## config.mk

```make
export PLATFORM = sky130hd
export DESIGN_NAME = audio_serial_port
export DESIGN_NICKNAME = d
export VERILOG_FILES = /design/src/rtl/audio_port_pkg.sv /design/src/rtl/stereo_stream_if.sv /design/src/rtl/stereo_pair_buffer.sv /design/src/rtl/audio_serial_port.sv
export SDC_FILE = /design/constraint.sdc
export NUM_CORES = 1
export LEC_CHECK = 0
export BUFFER_PORTS_ARGS = -buffer_cell sky130_fd_sc_hd__buf_2
export CORE_MARGIN = 2
export CORE_UTILIZATION = 47
export CTS_BUF_LIST = sky130_fd_sc_hd__clkbuf_8
export DETAILED_ROUTE_END_ITERATION = 7
export PLACE_DENSITY_LB_ADDON = 0.08
export SYNTH_ARGS = -nofsm -noshare
export SYNTH_HDL_FRONTEND = slang
export SYNTH_SLANG_ARGS = --single-unit
export TNS_END_PERCENT = 30
```

## constraint.sdc

```tcl
create_clock -name clk_sys_i -period 2.8 [get_ports clk_sys_i]
set_input_delay 0.28 -clock clk_sys_i [delete_from_list [all_inputs] [get_ports clk_sys_i]]
set_output_delay 0.28 -clock clk_sys_i [all_outputs]
set_load 0.01 [all_outputs]
```

## src/rtl/audio_port_pkg.sv

```systemverilog
// shared constants and types for the serial audio port
package audio_port_pkg;
    localparam int WORD_MAX = 24;
    localparam int PAIR_W = 2 * WORD_MAX;
    localparam int BUF_DEPTH = 2;
    localparam logic [1:0] FMT_I2S = 2'h0;
    localparam logic [1:0] FMT_LEFT_JUST = 2'h1;
    localparam logic [1:0] FMT_DSP = 2'h2;
    localparam logic [1:0] WIDTH_8 = 2'h0;
    localparam logic [1:0] WIDTH_16 = 2'h1;
    localparam logic [1:0] WIDTH_20 = 2'h2;
    localparam logic [1:0] WIDTH_24 = 2'h3;
    localparam logic [4:0] BITS_8 = 5'h08;
    localparam logic [4:0] BITS_16 = 5'h10;
    localparam logic [4:0] BITS_20 = 5'h14;
    localparam logic [4:0] BITS_24 = 5'h18;
    localparam int SYS_PERIOD_NS = 100;
    localparam int BCLK_MIN_PERIOD_NS = 800;
    localparam int SYS_PER_BCLK = BCLK_MIN_PERIOD_NS / SYS_PERIOD_NS;
    typedef enum logic [2:0] {
        st_idle = 3'h1,
        st_arm = 3'h2,
        st_shift = 3'h4
    } state_type;
endpackage : audio_port_pkg

```

## src/rtl/stereo_stream_if.sv

```systemverilog
// stereo sample pair stream between the port and its buffer
`timescale 1ns/1ps
interface stereo_stream_if;
    logic [audio_port_pkg::PAIR_W-1:0] data;
    logic valid;
    logic ready;
    modport src (output data, output valid, input ready);
    modport snk (input data, input valid, output ready);
endinterface : stereo_stream_if

```

## src/rtl/stereo_pair_buffer.sv

```systemverilog
// two-entry buffer for stereo sample pairs
`timescale 1ns/1ps
module stereo_pair_buffer (
    // clock and reset
    input wire logic clk_sys_i,
    input wire logic reset_n_i,
    // streams
    stereo_stream_if.snk fill,
    stereo_stream_if.src drain
);
    logic [audio_port_pkg::PAIR_W-1:0] mem [audio_port_pkg::BUF_DEPTH];
    logic wr_ptr;
    logic rd_ptr;
    logic [1:0] count;
    logic push;
    logic pop;

    assign fill.ready = (count != 2'h2);
    assign drain.valid = (count != 2'h0);
    assign drain.data = mem[rd_ptr];
    assign push = fill.valid && fill.ready;
    assign pop = drain.valid && drain.ready;

    always_ff @(posedge clk_sys_i) begin
        if (push) begin
            mem[wr_ptr] <= fill.data;
        end
    end

    always_ff @(posedge clk_sys_i or negedge reset_n_i) begin
        if (!reset_n_i) begin
            wr_ptr <= 1'b0;
            rd_ptr <= 1'b0;
            count <= 2'h0;
        end else begin
            if (push) begin
                wr_ptr <= ~wr_ptr;
            end
            if (pop) begin
                rd_ptr <= ~rd_ptr;
            end
            if (push && !pop) begin
                count <= count + 2'h1;
            end else if (pop && !push) begin
                count <= count - 2'h1;
            end
        end
    end

    a_buf_no_overflow: assert property (@(posedge clk_sys_i)
        disable iff (!reset_n_i) count <= 2'h2)
        else $error("buffer count above depth");
endmodule : stereo_pair_buffer

```

## src/rtl/audio_serial_port.sv

```systemverilog
// slave serial audio transmitter: i2s, left-justified and dsp framing
`timescale 1ns/1ps
module audio_serial_port (
    // clock and reset
    input wire logic clk_sys_i,
    input wire logic reset_n_i,
    // link pins
    input wire logic bit_clock_i,
    input wire logic frame_sync_i,
    output logic serial_data_o,
    // configuration
    input wire logic digital_out_enable_i,
    input wire logic [1:0] format_i,
    input wire logic [1:0] width_sel_i,
    input wire logic capture_falling_i,
    input wire logic dsp_late_msb_i,
    // sample pairs, left in upper half, each word msb-aligned
    input wire logic [audio_port_pkg::PAIR_W-1:0] pair_data_i,
    input wire logic pair_valid_i,
    output logic pair_ready_o,
    // status
    output logic underrun_o
);
    localparam int W = audio_port_pkg::WORD_MAX;

    stereo_stream_if in_s ();
    stereo_stream_if out_s ();

    logic bclk_meta, bclk_s, bclk_d;
    logic fs_meta, fs_s, fs_d;
    logic bclk_rise, bclk_fall, capture_edge, launch_edge;
    logic fs_rise, fs_fall, frame_event;
    logic start_left, delay_one, load_now, load_left;
    logic armed_cap, arm_left, on_left;
    logic [4:0] width_bits;
    logic [W-1:0] width_mask;
    logic [W-1:0] shreg;
    logic [W-1:0] right_hold;
    logic [W-1:0] load_word;
    logic [4:0] bit_count;
    logic dsp_chain;
    audio_port_pkg::state_type state;

    assign in_s.data = pair_data_i;
    assign in_s.valid = pair_valid_i;
    assign pair_ready_o = in_s.ready;

    stereo_pair_buffer u_buffer (
        .clk_sys_i(clk_sys_i),
        .reset_n_i(reset_n_i),
        .fill(in_s.snk),
        .drain(out_s.src)
    );

    // both clocks are the master's; the port only listens
    // oversampling needs bit clock at most an eighth of clk_sys
    always_ff @(posedge clk_sys_i or negedge reset_n_i) begin
        if (!reset_n_i) begin
            bclk_meta <= 1'b0;
            bclk_s <= 1'b0;
            bclk_d <= 1'b0;
            fs_meta <= 1'b0;
            fs_s <= 1'b0;
            fs_d <= 1'b0;
        end else begin
            bclk_meta <= bit_clock_i;
            bclk_s <= bclk_meta;
            bclk_d <= bclk_s;
            fs_meta <= frame_sync_i;
            fs_s <= fs_meta;
            fs_d <= fs_s;
        end
    end

    assign bclk_rise = bclk_s && !bclk_d;
    assign bclk_fall = !bclk_s && bclk_d;
    assign capture_edge = capture_falling_i ? bclk_fall : bclk_rise;
    assign launch_edge = capture_falling_i ? bclk_rise : bclk_fall;
    assign fs_rise = fs_s && !fs_d;
    assign fs_fall = !fs_s && fs_d;

    // dsp framing keys on the pulse's leading edge only
    always_comb begin
        frame_event = 1'b0;
        start_left = 1'b1;
        delay_one = 1'b0;
        case (format_i)
            audio_port_pkg::FMT_I2S: begin
                frame_event = fs_rise || fs_fall;
                start_left = !fs_s;
                delay_one = 1'b1;
            end
            audio_port_pkg::FMT_LEFT_JUST: begin
                frame_event = fs_rise || fs_fall;
                start_left = fs_s;
                delay_one = 1'b0;
            end
            audio_port_pkg::FMT_DSP: begin
                frame_event = fs_rise;
                start_left = 1'b1;
                delay_one = dsp_late_msb_i;
            end
            default: begin
                frame_event = 1'b0;
            end
        endcase
    end

    always_comb begin
        case (width_sel_i)
            audio_port_pkg::WIDTH_8: width_bits = audio_port_pkg::BITS_8;
            audio_port_pkg::WIDTH_16: width_bits = audio_port_pkg::BITS_16;
            audio_port_pkg::WIDTH_20: width_bits = audio_port_pkg::BITS_20;
            audio_port_pkg::WIDTH_24: width_bits = audio_port_pkg::BITS_24;
            default: width_bits = audio_port_pkg::BITS_24;
        endcase
    end

    // bits below the word width are cleared so the tail shifts out zeros
    genvar gi;
    generate
        for (gi = 0; gi < W; gi++) begin : g_mask
            assign width_mask[gi] = (5'(W - gi) <= width_bits);
        end
    endgenerate

    // a word starts at once, after one bit, or chained in dsp framing
    assign dsp_chain = (state == audio_port_pkg::st_shift) && launch_edge
        && (bit_count == 5'h00) && on_left
        && (format_i == audio_port_pkg::FMT_DSP);
    always_comb begin
        load_now = 1'b0;
        load_left = 1'b0;
        if (digital_out_enable_i && frame_event && !delay_one) begin
            load_now = 1'b1;
            load_left = start_left;
        end else if (state == audio_port_pkg::st_arm && launch_edge
                && armed_cap && !frame_event) begin
            load_now = 1'b1;
            load_left = arm_left;
        end else if (dsp_chain) begin
            load_now = 1'b1;
            load_left = 1'b0;
        end
    end

    // an empty buffer sends silence rather than stale samples
    assign out_s.ready = load_now && load_left;
    assign load_word = (load_left
        ? (out_s.valid ? out_s.data[2*W-1:W] : '0)
        : right_hold) & width_mask;

    always_ff @(posedge clk_sys_i or negedge reset_n_i) begin
        if (!reset_n_i) begin
            right_hold <= '0;
            underrun_o <= 1'b0;
        end else if (out_s.ready) begin
            right_hold <= out_s.valid ? out_s.data[W-1:0] : '0;
            underrun_o <= !out_s.valid;
        end
    end

    always_ff @(posedge clk_sys_i or negedge reset_n_i) begin
        if (!reset_n_i) begin
            state <= audio_port_pkg::st_idle;
            armed_cap <= 1'b0;
            arm_left <= 1'b0;
            on_left <= 1'b0;
            bit_count <= 5'h00;
        end else if (!digital_out_enable_i) begin
            state <= audio_port_pkg::st_idle;
            armed_cap <= 1'b0;
        end else if (load_now) begin
            state <= audio_port_pkg::st_shift;
            on_left <= load_left;
            bit_count <= width_bits - 5'h01;
        end else if (frame_event) begin
            // wait one capture edge so the msb lands on the second
            state <= audio_port_pkg::st_arm;
            arm_left <= start_left;
            armed_cap <= 1'b0;
        end else begin
            case (state)
                audio_port_pkg::st_idle: begin
                    state <= audio_port_pkg::st_idle;
                end
                audio_port_pkg::st_arm: begin
                    if (capture_edge) begin
                        armed_cap <= 1'b1;
                    end
                end
                audio_port_pkg::st_shift: begin
                    if (launch_edge) begin
                        if (bit_count == 5'h00) begin
                            state <= audio_port_pkg::st_idle;
                        end else begin
                            bit_count <= bit_count - 5'h01;
                        end
                    end
                end
                default: begin
                    state <= audio_port_pkg::st_idle;
                end
            endcase
        end
    end

    always_ff @(posedge clk_sys_i or negedge reset_n_i) begin
        if (!reset_n_i) begin
            shreg <= '0;
        end else if (!digital_out_enable_i) begin
            shreg <= '0;
        end else if (load_now) begin
            shreg <= load_word;
        end else if (launch_edge) begin
            shreg <= {shreg[W-2:0], 1'b0};
        end
    end

    assign serial_data_o = shreg[W-1];

    a_change_on_launch: assert property (@(posedge clk_sys_i)
        disable iff (!reset_n_i)
        $changed(shreg) |-> $past(launch_edge) || $past(load_now)
            || $past(!digital_out_enable_i))
        else $error("data changed off the launch edge");
    a_msb_first_shift: assert property (@(posedge clk_sys_i)
        disable iff (!reset_n_i)
        launch_edge && !load_now && digital_out_enable_i
        |=> serial_data_o == $past(shreg[W-2]))
        else $error("next bit is not the next lower bit");
    a_i2s_second_edge: assert property (@(posedge clk_sys_i)
        disable iff (!reset_n_i)
        digital_out_enable_i && frame_event
            && format_i == audio_port_pkg::FMT_I2S
        |=> state == audio_port_pkg::st_arm)
        else $error("i2s word started without one bit delay");
    a_i2s_left_low: assert property (@(posedge clk_sys_i)
        disable iff (!reset_n_i)
        load_now && frame_event && format_i == audio_port_pkg::FMT_I2S
        |-> load_left == !fs_s)
        else $error("i2s channel does not follow sync level");
    a_lj_first_edge: assert property (@(posedge clk_sys_i)
        disable iff (!reset_n_i)
        digital_out_enable_i && frame_event
            && format_i == audio_port_pkg::FMT_LEFT_JUST
        |=> state == audio_port_pkg::st_shift && on_left == $past(fs_s))
        else $error("left-justified word not started at once");
    a_dsp_no_gap: assert property (@(posedge clk_sys_i)
        disable iff (!reset_n_i)
        digital_out_enable_i && dsp_chain && !frame_event
        |=> state == audio_port_pkg::st_shift && !on_left
            && bit_count == $past(width_bits) - 5'h01)
        else $error("dsp right word did not follow left");
    a_dsp_late_msb: assert property (@(posedge clk_sys_i)
        disable iff (!reset_n_i)
        digital_out_enable_i && fs_rise && dsp_late_msb_i
            && format_i == audio_port_pkg::FMT_DSP
        |=> state == audio_port_pkg::st_arm)
        else $error("dsp late option ignored");
    a_idle_zero: assert property (@(posedge clk_sys_i)
        disable iff (!reset_n_i)
        state == audio_port_pkg::st_idle |-> !serial_data_o)
        else $error("data not zero after the last bit");
    a_word_width: assert property (@(posedge clk_sys_i)
        disable iff (!reset_n_i)
        load_now && digital_out_enable_i |-> (load_word & ~width_mask) == '0)
        else $error("bits beyond word width loaded");

    c_i2s_word: cover property (@(posedge clk_sys_i) disable iff (!reset_n_i)
        load_now && format_i == audio_port_pkg::FMT_I2S);
    c_lj_word: cover property (@(posedge clk_sys_i) disable iff (!reset_n_i)
        load_now && format_i == audio_port_pkg::FMT_LEFT_JUST);
    c_dsp_chain: cover property (@(posedge clk_sys_i) disable iff (!reset_n_i)
        dsp_chain);
    c_falling_capture: cover property (@(posedge clk_sys_i)
        disable iff (!reset_n_i) capture_falling_i && load_now);
endmodule : audio_serial_port

```

==> metrics.cfg <==
[outcome]
status=completed

[drt]
dr.pass1.iters=4
route.vias.total=4617
wire_per_inst_um=16.8
first_iter_violations=284
wirelength_um=14200
postRouteAntennaNets=0
post-route-drc-count=0
avgViaCountPerCell=5.46

[setup_path]
worstPathRequired_ns=3.17
slowest_stage=or4_1
end_kind=flip-flop
crit_buf_inv=1
crit_arrival_ns=2.82
critPathLaunchType=flip-flop
slowest_delay_ns=0.52
cpLargestDelayFamily=simple AND/OR/NAND/NOR gates
path_max_fanout=47
path_cells=ha_1, nor3b_2, o21a_4, nor3_2, buf_4, or4_1, o211ai_1
worstSetupPathType=reg2reg

[logic_synthesis]
avgSynthCellArea_um2=13.4
synth_edf_count=96
synth_seq_area_share_pct=64.5
synthArstFlopShare_pct=42.2
synth_warnings=0
ys.flop_type=edfxtp_1
synth_top_area_share_pct=40.1
ys_top_cells_by_area=edfxtp_1 (40%), dfrtp_1 (24%), mux2i_1 (6.8%), nand2_1 (4.3%), a2bb2oi_1 (3.0%)
syn-num-nets=609
synth_most_common_cell=edfxtp_1
yosysUniqueCellTypes=62
synth_area_um2=7190
syn_inst=537
synth_seq_cells=166
yosys.area.top_type=edfxtp_1
synthTopCellsByCount=edfxtp_1 (96), nand2_1 (82), dfrtp_1 (69)

[clock_network]
ctsRootBufferMaster=clkbuf_8
numCtsBuffers=17
clk_pin_slew_worst_paths_ns=0.09
h-tree-depth=4
cts_tree=built
clock_path_buffers=2
clock_latency_ns=0.46
clock-sinks=166

[global_routing]
met2_usage_pct=30.1
grt_pass1_wl_um=23900
antenna_found_initial=0
grt.met1_usage_pct=26.1
grtUsageTotal_pct=19.0
grt_busiest_layer=met2
use_met3_pct=4.59
overflow=0
grt_max_degree=71
grt_pass1_vias=4673

[sta]
drv_slew=0
hold_viol_final=0
relSlewSlack_pct=38.7
period_share_pct=87.5
tightest_slew_ns=0.919
period_needed_ns=2.45
fmax_ghz=0.408
rsz0062_at_grt=no
finalSetupTns_ns=0
skew_ns=0.0143
final-setup-viol-count=0

[hold_path]
worstHoldPathType=in2async

[layout]
diodes=0
drive_above_1_share_pct=20.2
nFillCells=1236
multi_input_area_um2=2390
area_growth_pct=20.1
seqCellArea_um2=4640
nets=717

[placement]
port_buffers=62
dp_hpwl_um=8970
gp_congestion=0.822

[die]
dieHeight_um=128
start_util_pct=47.7
num_rows=45
die-area_um2=16300
dieWidth_um=128
core_um2=15100
io_pins=63

[pwr]
power.density_nw_per_um2=794
p_seq_share_pct=51.3
ir_drop_mv=0.635
power_mw=6.86
internal_power_mw=4.83
comb_power_share_pct=21.4
leakage_nw=3.43
p_sw_mw=2.03
p_sw_share_pct=29.6
clockPowerShare_pct=27.3

[run]
maxCapViolations=0

## metal layers
layer | routed length [um] | part of all wire [%]
met1 | 6690 | 47
met4 | 231 | 1.6
met5 | 0 | 0
met3 | 539 | 3.8
met2 | 6750 | 48
## sequential cells by signal, summed over array words and instances (netlist names)
signal	cells
arm_left	1
fs_s	1
on_left	1
fs_d	1
u_buffer.wr_ptr	1
u_buffer.mem	96
bit_count	5
armed_cap	1
u_buffer.count	2
underrun_o	1
fs_meta	1
bclk_meta	1
u_buffer.rd_ptr	1
bclk_d	1
bclk_s	1
right_hold	24
state	3
shreg	24
## worst paths after layout
path                                 start             endpoint  slack (ns)  cells past startpoint
min                              reset_n_i            bclk_meta        0.03                      2
min reg2reg                      bclk_meta               bclk_s        0.36                      0
max reg2reg                           fs_s            shreg[14]        0.35                      7
min in group clk_sys_i     pair_data_i[35]  u_buffer.mem[1][35]        0.03                      1
max in group asynchronous        reset_n_i      u_buffer.rd_ptr        2.11                      2
max                                   fs_s            shreg[14]        0.35                      7
## layout by cell type (no fill, tap or decap), types with 2 or more instances in the layout
cell,count
dlygate4sd3_1,45
inv_1,10
nand3_1,2
bufinv_16,3
a2bb2oi_1,25
nor3_1,6
nor3b_2,3
buf_12,2
nor3b_1,2
xnor2_1,5
xor2_1,3
o22ai_1,2
clkbuf_8,18
buf_2,62
edfxtp_1,96
a211oi_2,2
inv_8,2
or4_1,25
o21ai_1,2
clkinv_4,2
o211ai_1,27
nor4_1,2
nor2b_1,2
nand2_1,82
buf_4,13
nand2b_1,3
o21bai_1,2
dfrtp_1,68
o21ai_0,30
a32oi_2,2
o32ai_1,2
nor2_1,7
ha_1,12
mux2i_1,49
inv_6,4
## power groups by stage
stage / Clock [mW] / Combinational [mW] / Sequential, mW
floorplan: 0 / 1.06 / 3.46
global placement: 0 / 1.44 / 3.55
detailed placement: 0 / 1.46 / 3.58
CTS: 1.92 / 1.51 / 3.53
global route: 2.02 / 1.64 / 3.59
finish: 1.87 / 1.47 / 3.52
## repair_timing
item | in CTS | in global routing
hold buffers | 44 | 1
resized for setup | 0 | 0
hold endpoints to repair | 83 | 2
buffers inserted | 0 | 0
## cells by family (layout without fill, tap and decap cells)
group | after synthesis | count (layout) | synth area share, %
AOI/OAI and AO/OA | 110 | 110 | 11.8
xor gates and xnor gates | 8 | 8 | 0.974
adders and majority gates | 12 | 12 | 2.09
buffers and inverters | 42 | 163 | 2.63
DFF | 166 | 166 | 64.5
muxes | 51 | 51 | 7.13
and+or+nand+nor | 148 | 148 | 10.9
## metrics by stage
| step | utilization, % | cell area (um2) | worst slack (ns) | std cells | hold slack, ns |
|---|---|---|---|---|---|
| global placement | 51.4 | 7750 | 0.451 | 769 | 0.348 |
| floorplan | - | 7190 | 0.422 | 537 | -0.0156 |
| detailed placement | 51.4 | 7750 | 0.378 | 769 | 0.347 |
| global route | 57.3 | 8640 | 0.196 | 846 | 0.00285 |
| finish | 57.3 | 8640 | 0.350 | 846 | 0.0269 |
| CTS | 57.2 | 8630 | 0.354 | 845 | 0.000528 |
## final cells by class
class,count,area share [%]
clock buffer,18,2.87
tap,188,2.72
clock inverter,14,2.23
timing repair buffer,122,10.4
inverter,9,0.391
sequential,166,53.7
multi-input combinational,329,27.7
Note: power is estimated with default switching activity, not from simulation.
